**config.mk**
```make
export PLATFORM = sky130hd
export DESIGN_NAME = pwc_wake_ctrl
export DESIGN_NICKNAME = d
export VERILOG_FILES = /design/src/rtl/pwc_pkg.sv /design/src/rtl/pwc_wake_ctrl.sv
export SDC_FILE = /design/constraint.sdc
export NUM_CORES = 1
export LEC_CHECK = 0
export ABC_CLOCK_PERIOD_IN_PS = 2700
export BUFFER_PORTS_ARGS = -buffer_cell sky130_fd_sc_hd__buf_4
export CELL_PAD_IN_SITES_DETAIL_PLACEMENT = 0
export CELL_PAD_IN_SITES_GLOBAL_PLACEMENT = 2
export CORE_MARGIN = 1.5
export CORE_UTILIZATION = 39
export DETAILED_ROUTE_END_ITERATION = 16
export PLACE_DENSITY_LB_ADDON = 0.3
export SETUP_SLACK_MARGIN = 0.2
export SYNTH_ARGS = -nofsm -noshare
export SYNTH_HDL_FRONTEND = slang
export SYNTH_SLANG_ARGS = --single-unit
```
**constraint.sdc**
```tcl
create_clock -name sys_clk_i -period 2.7 [get_ports sys_clk_i]
set_input_delay 0 -clock sys_clk_i [delete_from_list [all_inputs] [get_ports sys_clk_i]]
set_output_delay 0 -clock sys_clk_i [all_outputs]
set_load 0.005 [all_outputs]
```
**src/rtl/pwc_pkg.sv**
```systemverilog
/*
  Package for the power and wake controller: register offsets, field
  positions, power state codes and the carrier structs.
  Assumes a single 32-bit register port on the core clock.
*/
package pwc_pkg;
  // Operational register offsets
  localparam logic [7:0] CMD_OFS   = 8'h00;
  localparam logic [7:0] RXPTR_OFS = 8'h30;
  localparam logic [7:0] WAKE_OFS  = 8'h40;
  localparam logic [7:0] FILT_OFS  = 8'h48;
  localparam logic [7:0] PIC_OFS   = 8'hc4;
  localparam logic [7:0] PIM_OFS   = 8'hc8;
  // Configuration space offset
  localparam logic [7:0] PM_OFS    = 8'h44;
  // Field positions
  localparam int CMD_RXON_BIT  = 2;
  localparam int CMD_RXOFF_BIT = 3;
  localparam int PM_EN_BIT     = 8;
  localparam int PM_STS_BIT    = 15;
  localparam int WC_PHY_BIT    = 0;
  localparam int WC_MAGIC_BIT  = 9;
  localparam int WC_PHY_HIT    = 22;
  localparam int WC_MAGIC_HIT  = 25;
  localparam int WC_PIN_LVL    = 30;
  localparam int RF_ON_BIT     = 31;
  localparam int PIC_INT_BIT   = 1;
  // Reset value and wake source enable mask
  localparam logic [31:0] REG_RST  = 32'h0000_0000;
  localparam logic [31:0] WC_EN_MASK = 32'h0000_0201;
  // Wake frame shape
  localparam logic [7:0] SYNC_BYTE  = 8'hff;
  localparam logic [2:0] SYNC_LEN   = 3'h6;
  localparam logic [2:0] MAC_LAST   = 3'h5;
  localparam logic [3:0] COPY_LAST  = 4'hf;
  // Power state field codes
  typedef enum logic [1:0] {
    PS_D0 = 2'b00,
    PS_D1 = 2'b01,
    PS_D2 = 2'b10,
    PS_D3 = 2'b11
  } pwc_pstate_type;
  // Register access request
  typedef struct packed {
    logic        wr;
    logic        rd;
    logic        cfg;
    logic [7:0]  addr;
    logic [31:0] wdata;
  } pwc_req_type;
  // One received byte with its framing
  typedef struct packed {
    logic       valid;
    logic       sof;
    logic       eof;
    logic       good;
    logic       pass;
    logic [7:0] data;
  } pwc_beat_type;
endpackage

```
**src/rtl/pwc_wake_ctrl.sv**
```systemverilog
/*
  Power state and wake control: power management control/status, wake
  command/status, receive command bits, filter and PHY interrupt registers,
  wake frame detector, wake request pin and power gating outputs.
  Assumes register requests and receive bytes arrive on sys_clk_i; the PHY
  interrupt and the wake pin level come from outside and are synchronised.
*/
// Functional notes
// Bit 8 at 44h enables wake pin
// Bit 15 flags wake; pin follows flag
// Wake flag cleared only by writing one
// Sleep operation never signals wake
// Wake-enabled operation signals wake events
// Wake enable needs both filters passed
// D1: config only, no DMA, tx, interrupts; operational registers stay accessible
// D1/D2 keep receiving into FIFO
// Tolerate stopped clock in D2/D3
// D3 powers PHY only when wake configured
// Leaving D3hot resets config except wake bits
// Host disables receiver, zeroes descriptor pointer
// Null pointer with receiver on: silent receive
// Host sets filter enable for every wake
// Host programs PHY interrupt registers
// Wake sources: bit 9 frame, bit 0 PHY
// Filter control bit 31 enables filter
// One write sets enable, clears flag, D3
// Host writes enable with or before state
// Detect six FFh then sixteen address copies
// Wake event drives request pin low
// Clearing enable releases request pin
// State codes D0..D3hot are 00..11
// Flag only enabled sources; record source
`timescale 1ns/1ps
module pwc_wake_ctrl (
  input  wire logic                 sys_clk_i,
  input  wire logic                 reset_n_i,
  input  wire pwc_pkg::pwc_req_type reg_req_i,
  output logic [31:0]               reg_rdata_o,
  input  wire pwc_pkg::pwc_beat_type rx_beat_i,
  input  wire logic [47:0]          station_addr_i,
  input  wire logic                 rx_fifo_full_i,
  input  wire logic                 phy_irq_i,
  input  wire logic                 wake_req_pin_i,
  output logic                      wake_req_pin_o,
  output logic                      wake_req_oe_o,
  output logic                      frame_keep_o,
  output logic                      frame_store_o,
  output logic                      dma_allow_o,
  output logic                      tx_allow_o,
  output logic                      irq_allow_o,
  output logic                      silent_rx_o,
  output logic                      phy_power_on_o,
  output logic                      cfg_reset_o,
  output logic [1:0]                power_state_o
);
  typedef enum {MP_SYNC, MP_ADDR} pwc_mp_type;

  // Address hit decode, shared by write and read paths
  function automatic logic hit(input pwc_pkg::pwc_req_type r,
                               input logic cfg, input logic [7:0] ofs);
    hit = (r.cfg == cfg) && (r.addr == ofs);
  endfunction

  // Station address byte, first byte on the wire in the low bits
  function automatic logic [7:0] mac_byte(input logic [47:0] a,
                                          input logic [2:0] i);
    mac_byte = a[8*i +: 8];
  endfunction

  logic                      wake_en_ff;     // Wake signalling enable
  logic                      wake_sts_ff;    // Wake event flag
  pwc_pkg::pwc_pstate_type   pstate_ff;      // Current power state
  logic                      rx_on_ff;       // Receiver running
  logic [31:0]               rxptr_ff;       // Descriptor pointer
  logic [31:0]               wkreg_ff;       // Wake enables and hits
  logic [31:0]               filt_ff;        // Receive filter control
  logic [31:0]               pic_ff;         // PHY interrupt control
  logic [31:0]               pim_ff;         // PHY interrupt mask
  logic                      cfg_reset_ff;   // Config reset pulse
  logic                      keep_ff;        // Frame accepted
  logic                      store_ff;       // Frame taken into FIFO
  logic [31:0]               rdata_ff;       // Read data
  logic [1:0]                phy_sync_ff;    // PHY irq synchroniser
  logic                      phy_prev_ff;    // For edge detection
  logic [1:0]                pin_sync_ff;    // Pin level synchroniser
  pwc_mp_type                mp_st_ff;       // Wake frame detector
  logic [2:0]                ff_cnt_ff;      // Sync run length
  logic [2:0]                idx_ff;         // Address byte index
  logic [3:0]                copy_ff;        // Address copies seen
  logic                      found_ff;       // Wake frame seen
  pwc_mp_type                nxt_mp_st;
  logic [2:0]                nxt_ff_cnt;
  logic [2:0]                nxt_idx;
  logic [3:0]                nxt_copy;
  logic                      nxt_found;
  logic                      pm_wr;          // Config write to power control
  logic                      wake_op;        // Wake-enabled operation
  logic                      wake_cfgd;      // Any wake source set
  logic                      magic_ev;       // Enabled frame wake
  logic                      phy_ev;         // Enabled PHY wake
  logic                      frame_end;      // Good frame completes
  logic                      filt_ok;        // Normal filter verdict

  assign pm_wr     = reg_req_i.wr && hit(reg_req_i, 1'b1, pwc_pkg::PM_OFS);
  // Sleep when not D0 and enable clear; wake-enabled when not D0 and enable set
  assign wake_op   = wake_en_ff && (pstate_ff != pwc_pkg::PS_D0);
  assign wake_cfgd = |(wkreg_ff & pwc_pkg::WC_EN_MASK);
  assign frame_end = rx_beat_i.valid && rx_beat_i.eof && rx_beat_i.good;
  // Filter enable gates all acceptance
  assign filt_ok   = rx_beat_i.pass && filt_ff[pwc_pkg::RF_ON_BIT];
  // Only sources enabled in the wake register raise events
  assign magic_ev  = wake_op && frame_end && nxt_found
                     && wkreg_ff[pwc_pkg::WC_MAGIC_BIT];
  assign phy_ev    = wake_op && phy_sync_ff[1] && !phy_prev_ff
                     && pic_ff[pwc_pkg::PIC_INT_BIT]
                     && wkreg_ff[pwc_pkg::WC_PHY_BIT];

  // Power management: state field, enable, wake flag
  always_ff @(posedge sys_clk_i or negedge reset_n_i) begin
    if (!reset_n_i) begin
      pstate_ff   <= pwc_pkg::PS_D0;
      wake_en_ff  <= 1'b0;
      wake_sts_ff <= 1'b0;
    end else begin
      if (pm_wr) begin
        // One write may set state and enable together
        pstate_ff  <= pwc_pkg::pwc_pstate_type'(reg_req_i.wdata[1:0]);
        wake_en_ff <= reg_req_i.wdata[pwc_pkg::PM_EN_BIT];
      end
      // A new event beats a clear in the same cycle
      if (magic_ev || phy_ev) begin
        wake_sts_ff <= 1'b1;
      end else if (pm_wr && reg_req_i.wdata[pwc_pkg::PM_STS_BIT]) begin
        wake_sts_ff <= 1'b0;
      end
    end
  end

  // Leaving D3hot pulses a reset for the rest of config space
  always_ff @(posedge sys_clk_i or negedge reset_n_i) begin
    if (!reset_n_i) begin
      cfg_reset_ff <= 1'b0;
    end else begin
      cfg_reset_ff <= pm_wr && (pstate_ff == pwc_pkg::PS_D3)
                      && (reg_req_i.wdata[1:0] != pwc_pkg::PS_D3);
    end
  end

  // Operational registers; host drives the wake entry order
  always_ff @(posedge sys_clk_i or negedge reset_n_i) begin
    if (!reset_n_i) begin
      rx_on_ff <= 1'b0;
      rxptr_ff <= pwc_pkg::REG_RST;
      filt_ff  <= pwc_pkg::REG_RST;
      pic_ff   <= pwc_pkg::REG_RST;
      pim_ff   <= pwc_pkg::REG_RST;
    end else if (reg_req_i.wr && !reg_req_i.cfg) begin
      // Disable wins if both command bits are set at once
      if (hit(reg_req_i, 1'b0, pwc_pkg::CMD_OFS)) begin
        if (reg_req_i.wdata[pwc_pkg::CMD_RXOFF_BIT]) begin
          rx_on_ff <= 1'b0;
        end else if (reg_req_i.wdata[pwc_pkg::CMD_RXON_BIT]) begin
          rx_on_ff <= 1'b1;
        end
      end
      if (hit(reg_req_i, 1'b0, pwc_pkg::RXPTR_OFS)) begin
        rxptr_ff <= reg_req_i.wdata;
      end
      if (hit(reg_req_i, 1'b0, pwc_pkg::FILT_OFS)) begin
        filt_ff <= reg_req_i.wdata;
      end
      if (hit(reg_req_i, 1'b0, pwc_pkg::PIC_OFS)) begin
        pic_ff <= reg_req_i.wdata;
      end
      if (hit(reg_req_i, 1'b0, pwc_pkg::PIM_OFS)) begin
        pim_ff <= reg_req_i.wdata;
      end
    end
  end

  // Wake register: enables from software, hit bits set by hardware
  always_ff @(posedge sys_clk_i or negedge reset_n_i) begin
    if (!reset_n_i) begin
      wkreg_ff <= pwc_pkg::REG_RST;
    end else begin
      if (reg_req_i.wr && hit(reg_req_i, 1'b0, pwc_pkg::WAKE_OFS)) begin
        wkreg_ff <= reg_req_i.wdata;
      end
      // Recorded source survives a same-cycle write
      if (magic_ev) begin
        wkreg_ff[pwc_pkg::WC_MAGIC_HIT] <= 1'b1;
      end
      if (phy_ev) begin
        wkreg_ff[pwc_pkg::WC_PHY_HIT] <= 1'b1;
      end
      wkreg_ff[pwc_pkg::WC_PIN_LVL] <= pin_sync_ff[1];
    end
  end

  // Pin synchronisers; first stage feeds only the second
  always_ff @(posedge sys_clk_i or negedge reset_n_i) begin
    if (!reset_n_i) begin
      phy_sync_ff <= 2'b00;
      phy_prev_ff <= 1'b0;
      pin_sync_ff <= 2'b11;
    end else begin
      phy_sync_ff <= {phy_sync_ff[0], phy_irq_i};
      phy_prev_ff <= phy_sync_ff[1];
      pin_sync_ff <= {pin_sync_ff[0], wake_req_pin_i};
    end
  end

  // Wake frame search: sync run then sixteen address copies
  always_comb begin
    nxt_mp_st  = mp_st_ff;
    nxt_ff_cnt = ff_cnt_ff;
    nxt_idx    = idx_ff;
    nxt_copy   = copy_ff;
    nxt_found  = found_ff;
    if (rx_beat_i.valid) begin
      // Start of frame drops any partial match
      if (rx_beat_i.sof) begin
        nxt_mp_st  = MP_SYNC;
        nxt_ff_cnt = 3'h0;
        nxt_found  = 1'b0;
      end
      case (nxt_mp_st)
        MP_SYNC: begin
          if (nxt_ff_cnt == pwc_pkg::SYNC_LEN
              && rx_beat_i.data == mac_byte(station_addr_i, 3'h0)) begin
            nxt_mp_st = MP_ADDR;
            nxt_idx   = 3'h1;
            nxt_copy  = 4'h0;
          end else if (rx_beat_i.data == pwc_pkg::SYNC_BYTE) begin
            // Longer runs still count as a sync run
            if (nxt_ff_cnt != pwc_pkg::SYNC_LEN) begin
              nxt_ff_cnt = nxt_ff_cnt + 3'h1;
            end
          end else begin
            nxt_ff_cnt = 3'h0;
          end
        end
        MP_ADDR: begin
          if (rx_beat_i.data == mac_byte(station_addr_i, nxt_idx)) begin
            if (nxt_idx == pwc_pkg::MAC_LAST) begin
              nxt_idx = 3'h0;
              if (nxt_copy == pwc_pkg::COPY_LAST) begin
                nxt_found  = 1'b1;
                nxt_mp_st  = MP_SYNC;
                nxt_ff_cnt = 3'h0;
              end else begin
                nxt_copy = nxt_copy + 4'h1;
              end
            end else begin
              nxt_idx = nxt_idx + 3'h1;
            end
          end else begin
            // A broken copy may itself open a new sync run
            nxt_mp_st  = MP_SYNC;
            nxt_ff_cnt = (rx_beat_i.data == pwc_pkg::SYNC_BYTE) ? 3'h1 : 3'h0;
          end
        end
        default: begin
          nxt_mp_st = MP_SYNC;
        end
      endcase
    end
  end

  // Detector state
  always_ff @(posedge sys_clk_i or negedge reset_n_i) begin
    if (!reset_n_i) begin
      mp_st_ff  <= MP_SYNC;
      ff_cnt_ff <= 3'h0;
      idx_ff    <= 3'h0;
      copy_ff   <= 4'h0;
      found_ff  <= 1'b0;
    end else begin
      mp_st_ff  <= nxt_mp_st;
      ff_cnt_ff <= nxt_ff_cnt;
      idx_ff    <= nxt_idx;
      copy_ff   <= nxt_copy;
      found_ff  <= nxt_found;
    end
  end

  // Frame verdict; with wake enabled both filters must agree
  always_ff @(posedge sys_clk_i or negedge reset_n_i) begin
    if (!reset_n_i) begin
      keep_ff  <= 1'b0;
      store_ff <= 1'b0;
    end else begin
      keep_ff <= frame_end && filt_ok
                 && (!wake_en_ff || (nxt_found
                 && wkreg_ff[pwc_pkg::WC_MAGIC_BIT]));
      // Low-power states keep filling the FIFO until it is full
      store_ff <= frame_end && filt_ok && !rx_fifo_full_i
                  && (!wake_en_ff || (nxt_found
                  && wkreg_ff[pwc_pkg::WC_MAGIC_BIT]));
    end
  end

  // Read data, registered; unmapped reads return zero
  always_ff @(posedge sys_clk_i or negedge reset_n_i) begin
    if (!reset_n_i) begin
      rdata_ff <= pwc_pkg::REG_RST;
    end else if (reg_req_i.rd) begin
      rdata_ff <= pwc_pkg::REG_RST;
      if (hit(reg_req_i, 1'b1, pwc_pkg::PM_OFS)) begin
        rdata_ff[1:0]                <= pstate_ff;
        rdata_ff[pwc_pkg::PM_EN_BIT]  <= wake_en_ff;
        rdata_ff[pwc_pkg::PM_STS_BIT] <= wake_sts_ff;
      end
      if (hit(reg_req_i, 1'b0, pwc_pkg::CMD_OFS)) begin
        rdata_ff[pwc_pkg::CMD_RXON_BIT] <= rx_on_ff;
      end
      if (hit(reg_req_i, 1'b0, pwc_pkg::RXPTR_OFS)) rdata_ff <= rxptr_ff;
      if (hit(reg_req_i, 1'b0, pwc_pkg::WAKE_OFS)) rdata_ff <= wkreg_ff;
      if (hit(reg_req_i, 1'b0, pwc_pkg::FILT_OFS)) rdata_ff <= filt_ff;
      if (hit(reg_req_i, 1'b0, pwc_pkg::PIC_OFS)) rdata_ff <= pic_ff;
      if (hit(reg_req_i, 1'b0, pwc_pkg::PIM_OFS)) rdata_ff <= pim_ff;
    end
  end

  // Open-drain request: pulled low while flag and enable both hold
  assign wake_req_pin_o = 1'b0;
  assign wake_req_oe_o  = wake_sts_ff && wake_en_ff;
  // Outside D0 DMA, transmit and interrupts are blocked; state holds while clock stops
  assign dma_allow_o    = (pstate_ff == pwc_pkg::PS_D0) && rx_on_ff
                          && (rxptr_ff != pwc_pkg::REG_RST);
  assign tx_allow_o     = (pstate_ff == pwc_pkg::PS_D0);
  assign irq_allow_o    = (pstate_ff == pwc_pkg::PS_D0);
  assign silent_rx_o    = rx_on_ff && (rxptr_ff == pwc_pkg::REG_RST);
  assign phy_power_on_o = (pstate_ff != pwc_pkg::PS_D3)
                          || (wake_en_ff && wake_cfgd);
  assign cfg_reset_o    = cfg_reset_ff;
  assign frame_keep_o   = keep_ff;
  assign frame_store_o  = store_ff;
  assign reg_rdata_o    = rdata_ff;
  assign power_state_o  = pstate_ff;

  event_sets_a: assert property (@(posedge sys_clk_i) disable iff (!reset_n_i)
    (phy_ev || magic_ev) && wake_en_ff && !pm_wr |=> wake_req_oe_o)
    else $error("wake event did not drive request");
  sleep_quiet_a: assert property (@(posedge sys_clk_i) disable iff (!reset_n_i)
    !wake_en_ff |-> !wake_req_oe_o)
    else $error("request driven with enable clear");
  set_wins_a: assert property (@(posedge sys_clk_i) disable iff (!reset_n_i)
    phy_ev && pm_wr && reg_req_i.wdata[pwc_pkg::PM_STS_BIT] |=> wake_sts_ff)
    else $error("event lost to clear");
  flag_hold_a: assert property (@(posedge sys_clk_i) disable iff (!reset_n_i)
    wake_sts_ff && !(pm_wr && reg_req_i.wdata[pwc_pkg::PM_STS_BIT])
    |=> wake_sts_ff)
    else $error("flag cleared without write");
  no_dma_a: assert property (@(posedge sys_clk_i) disable iff (!reset_n_i)
    pstate_ff != pwc_pkg::PS_D0 |-> !dma_allow_o && !irq_allow_o)
    else $error("bus activity outside D0");
  phy_off_a: assert property (@(posedge sys_clk_i) disable iff (!reset_n_i)
    pm_wr && reg_req_i.wdata[1:0] == pwc_pkg::PS_D3
    && !reg_req_i.wdata[pwc_pkg::PM_EN_BIT] |=> !phy_power_on_o)
    else $error("PHY powered in D3 sleep");
  leave_d3_a: assert property (@(posedge sys_clk_i) disable iff (!reset_n_i)
    pm_wr && pstate_ff == pwc_pkg::PS_D3 && reg_req_i.wdata[1:0] == pwc_pkg::PS_D0
    && !reg_req_i.wdata[pwc_pkg::PM_STS_BIT] && !magic_ev && !phy_ev
    |=> cfg_reset_o && $stable(wake_sts_ff) ##1 !cfg_reset_o)
    else $error("no single reset pulse leaving D3");
  state_code_a: assert property (@(posedge sys_clk_i) disable iff (!reset_n_i)
    pm_wr |=> power_state_o == $past(reg_req_i.wdata[1:0]))
    else $error("power state not taken from write");
  filter_both_a: assert property (@(posedge sys_clk_i) disable iff (!reset_n_i)
    frame_keep_o && $past(wake_en_ff) |-> $past(found_ff || nxt_found))
    else $error("frame kept without wake match");
  release_pin_a: assert property (@(posedge sys_clk_i) disable iff (!reset_n_i)
    pm_wr && !reg_req_i.wdata[pwc_pkg::PM_EN_BIT] |=> !wake_req_oe_o)
    else $error("pin held after enable cleared");
endmodule

```
==> results.md <==
- At the end of the flow, the number of nets in the layout was 1,239.
- The worst-case reg-to-reg path depth is 6.
- The last weighted congestion value of the routability-driven placer is 0.8549.
- The capture endpoint of the worst hold path is mp_st_ff[0].
- Counting tap cells, the placed design contains a total of 1,434 instances.
- The met2 layer wire length in the routed design is 14.26 mm.
- The worst hold path begins at rx_beat_i[6].
- 0 antenna diodes ended up in the layout.
- The most used flip-flop cell after synthesis is sky130_fd_sc_hd__dfrtp_1.
- The worst-case vdd ir drop is 0.0004954 V.
- The global-route usage over all layers is 19.87%.
- The number of standard cells after synthesis is 929.
- The depth of the worst hold-timing path is 6.
- The post-detailed-route DRC marker count is 0.
- The library cells used most frequently in the layout, excluding fill and tap cells, are 244 x sky130_fd_sc_hd__dfrtp_1, 195 x sky130_fd_sc_hd__mux2_2, 178 x sky130_fd_sc_hd__buf_4.
- The worst pin sits at a relative slew slack of 49.14%.
- CTS built an H-tree with a depth of 1.
- The residual antenna-violating net count after detailed routing is 0.
- The clock skew is 0.01182 ns.
- Based on the critical path, the design can be clocked at up to 0.4042 GHz.
- The total negative slack for setup checks is 0 ns.
- The clock tree root driver cell is sky130_fd_sc_hd__clkbuf_16.
- Signal routing reaches up to met4.
- For this design the static power due to leakage is 6.997 nW.
- The netlist uses between 60 and 70 different library cells.
- In this run the count of I/O pins placed on the die edge is around 150.
- The number of nets in the synthesized netlist is 1,041.
- The first global-routing pass estimated ~48 mm of wire.
- In this run, the number of DRC markers left after iteration 0 of detailed routing was 492.
- The worst setup path is of the reg -> reg kind.
- Setup repair after global routing could not meet its margin everywhere.
- In the synthesized netlist the async set-or-reset flop fraction comes to between 90% and 100%.
- The floorplan step set the die height to between 150 and 200 um.
- The number of setup violations in the final report is 0.
- In this run the worst setup path begins at idx_ff[0].
- The width of the die is 174.3 um.
- The pre-antenna-repair detailed-routing pass consisted of 7 iterations.
- In the final routed layout, each cell accounts on average for approximately 20 um.
- Dividing the final minimum period by the clock period gives 91.62%.
- The count of final max-slew check failures is 0.
- The capturing element type of the critical path is a flop.
- The number of synthesized register bits is 248.
- The post-route netlist has 38.95% of its cells at a drive strength greater than 1.
- The number of filler cells placed in the layout is 2,643.
- The minimum setup slack among reg-to-reg paths is 0.23 ns.
- The clock transition at the registers of the reported paths is 0.06 ns.
- Counting along the longest clock path gives a buffer depth of 3.
- The startpoint type of the worst setup path is a flop.
- The post-synthesis cell area is 11,440 um2.
- The via count of the routed design is ~8,300.
- Data on the critical path is required at its endpoint by 3.12 ns.
- The via count of the first global-routing pass is 8,482.
- The run finished with clean final reports.
- The smallest clock period supported by the final layout is computed as 2.474 ns.
- The largest driver fanout on the critical path is 6.
- The Yosys step of the flow raised 0 warnings.
- The number of port buffers is 151.
- The portion of the post-synthesis area used by sequential elements is 54.28%.
- The ratio of routed vias to standard cells is 5.428.
- The routed length on met1 is between 10 and 15 mm.
- Summed over all nets, the half-perimeter wirelength after detailed placement is 18.92 mm.
- At the worst endpoint, the arrival time is 2.89 ns.
- The total wirelength of the detailed-routed design is 29.92 mm.
- The count of final hold-check violations came to 0.
- For the worst-skew pair, the clock arrives at the later sink with an insertion delay of 0.53 ns.
- Entering global routing, the biggest net connects 86 pins.
- The transition at the pin with the smallest max-transition slack is 0.7629 ns.
- In this run the critical register-to-register path is launched from idx_ff[0].
- The type of the tightest min-delay check is in -> reg.
- The count of max-cap constraint violations is 0.
- The number of antenna violations at the first check in global routing is 0.
- The number of buffers created by CTS is 26.
- The final non-filler cell total is between 1,500 and 2,000.
- From synthesis to final layout, the design area changed by 26.84%.
- After global routing the overflow that remains totals 0.
- The most frequent standard cell in the layout excluding fill and tap cells is sky130_fd_sc_hd__dfrtp_1.
- The met3 wirelength from detailed routing is 1.594 mm.
- The initialized floorplan defines 62 standard-cell rows.
- A synthesized cell averages 12.31 um2.
- The number of clock sinks is 248.
- The die covers 30,360 um2.
- The number of synthesized flops with an enable pin is 0.
- The initial utilization of the core area, before any placement, comes to 39.74%.
- The standard cell core area is 28,780 um2.
- Dividing total power by cell area gives a power density of 574.0 nW/um2.
- The destination of the worst register-to-register timing path is idx_ff[0].
- TritonCTS built the clock tree.
-- cell families (layout without fill, tap and decap cells) --
| kind of cell | Yosys count | count (layout) | synth area share, % |
|---|---|---|---|
| flops | 248 | 248 | 54.28 |
| simple gates | 241 | 241 | 11.16 |
| mux | 222 | 222 | 21.98 |
| compound gates | 130 | 130 | 8.555 |
| buf+inv | 71 | 287 | 2.669 |
| xor+xnor | 13 | 13 | 0.9955 |
| fa+ha+maj | 3 | 3 | 0.3282 |
| other cells | 1 | 1 | 0.03279 |
-- synth_stat cells (5+ instances only) --
cell / count / share of area (%)
sky130_fd_sc_hd__buf_2: 10 / 0.44
sky130_fd_sc_hd__nor2_1: 52 / 1.7
sky130_fd_sc_hd__o21ai_0: 12 / 0.53
sky130_fd_sc_hd__xnor2_1: 8 / 0.61
sky130_fd_sc_hd__nand3_1: 13 / 0.57
sky130_fd_sc_hd__nor3_1: 17 / 0.74
sky130_fd_sc_hd__a21oi_1: 9 / 0.39
sky130_fd_sc_hd__a222oi_1: 27 / 2.4
sky130_fd_sc_hd__nand4_1: 11 / 0.60
sky130_fd_sc_hd__nor2b_1: 8 / 0.44
sky130_fd_sc_hd__inv_1: 9 / 0.30
sky130_fd_sc_hd__xor2_1: 5 / 0.38
sky130_fd_sc_hd__nand2b_1: 6 / 0.33
sky130_fd_sc_hd__buf_1: 9 / 0.30
sky130_fd_sc_hd__nor3b_1: 6 / 0.39
sky130_fd_sc_hd__nand2_1: 56 / 1.8
sky130_fd_sc_hd__mux2i_1: 22 / 1.9
sky130_fd_sc_hd__and3_1: 31 / 1.7
sky130_fd_sc_hd__clkbuf_1: 37 / 1.2
sky130_fd_sc_hd__nor4_1: 20 / 1.1
sky130_fd_sc_hd__mux2_2: 196 / 19
sky130_fd_sc_hd__a22oi_1: 9 / 0.59
sky130_fd_sc_hd__a31oi_1: 31 / 1.7
sky130_fd_sc_hd__dfrtp_1: 246 / 54
sky130_fd_sc_hd__a41oi_1: 5 / 0.38
sky130_fd_sc_hd__o21a_1: 7 / 0.46
-- critical path, stage by stage, from the launching register on --
cell	delay [ns]
sky130_fd_sc_hd__dfrtp_2	0.43
sky130_fd_sc_hd__mux4_2	0.51
sky130_fd_sc_hd__and2_4	0.18
sky130_fd_sc_hd__nor3_4	0.19
sky130_fd_sc_hd__o2111ai_4	0.16
sky130_fd_sc_hd__or4b_4	0.60
sky130_fd_sc_hd__mux2_2	0.29
-- timing repair --
item | CTS | global route
pin swaps | 1 | 1
hold buffers | 48 | 0
hold endpoints to repair | 259 | 0
gates resized for setup | 2 | 7
buffers inserted | 1 | 0
setup endpoints to repair | 40 | 45
-- power breakdown --
part	total [W]	switching (W)	internal, W
clock network	0.00365	0.00144	0.00220
registers	0.00390	0.0000723	0.00383
logic	0.000782	0.000389	0.000392
total	0.00833	0.00190	0.00642
-- state kept, by name (all words and copies together), names as in the netlist, 2 cells and up --
name / cells
filt_ff: 32
mp_st_ff: 32
pic_ff: 32
pim_ff: 32
reg_rdata_o: 32
rxptr_ff: 32
wkreg_ff: 32
copy_ff: 4
ff_cnt_ff: 3
idx_ff: 3
phy_sync_ff: 2
pin_sync_ff: 2
power_state_o: 2
-- through the flow --
stage / hold WS, ns / power (W) / utilization (%) / cell area [um2] / worst slack, ns
finish: 0.01629 / 0.008327 / 50.40 / 14510 / 0.2263
detailed placement: 0.05079 / 0.004693 / 45.51 / 13100 / 0.1218
global placement: 0.05800 / 0.004688 / 45.51 / 13100 / 0.1383
global route: 0.09187 / 0.008662 / 50.40 / 14510 / 0.1202
CTS: 0.01781 / 0.008423 / 50.29 / 14470 / 0.2045
floorplan: -0.2956 / 0.004278 / - / 11440 / 0.3478
-- layer usage --
metal	up-vias	GRT usage, %
li1	3848	-
met1	4211	27.41
met2	210	32.92
met3	31	3.325
met4	0	4.167
met5	-	0
-- layout make-up --
cell class                      instances  area, um2  share of cell area, %
Clock inverter                          5      86.33                 0.5951
Sequential cell                       248       6211                  42.82
Inverter                               10      37.54                 0.2588
Multi-Input combinational cell        610       4982                  34.35
Clock buffer                           41      797.0                  5.494
Timing Repair Buffer                  231       1912                  13.18
Tap cell                              384      480.5                  3.312
-- how the worst max path moves through the flow --
stage                          endpoint  slack [ns]  cells after the start
after floorplan               idx_ff[0]        0.35                      6
after global placement        idx_ff[0]        0.14                      6
final                         idx_ff[0]        0.23                      6
after global routing      frame_store_o        0.12                      7
after CTS                     idx_ff[0]        0.20                      6
after detailed placement      idx_ff[0]        0.12                      6
No activity file was read; power rests on OpenSTA's default activity.
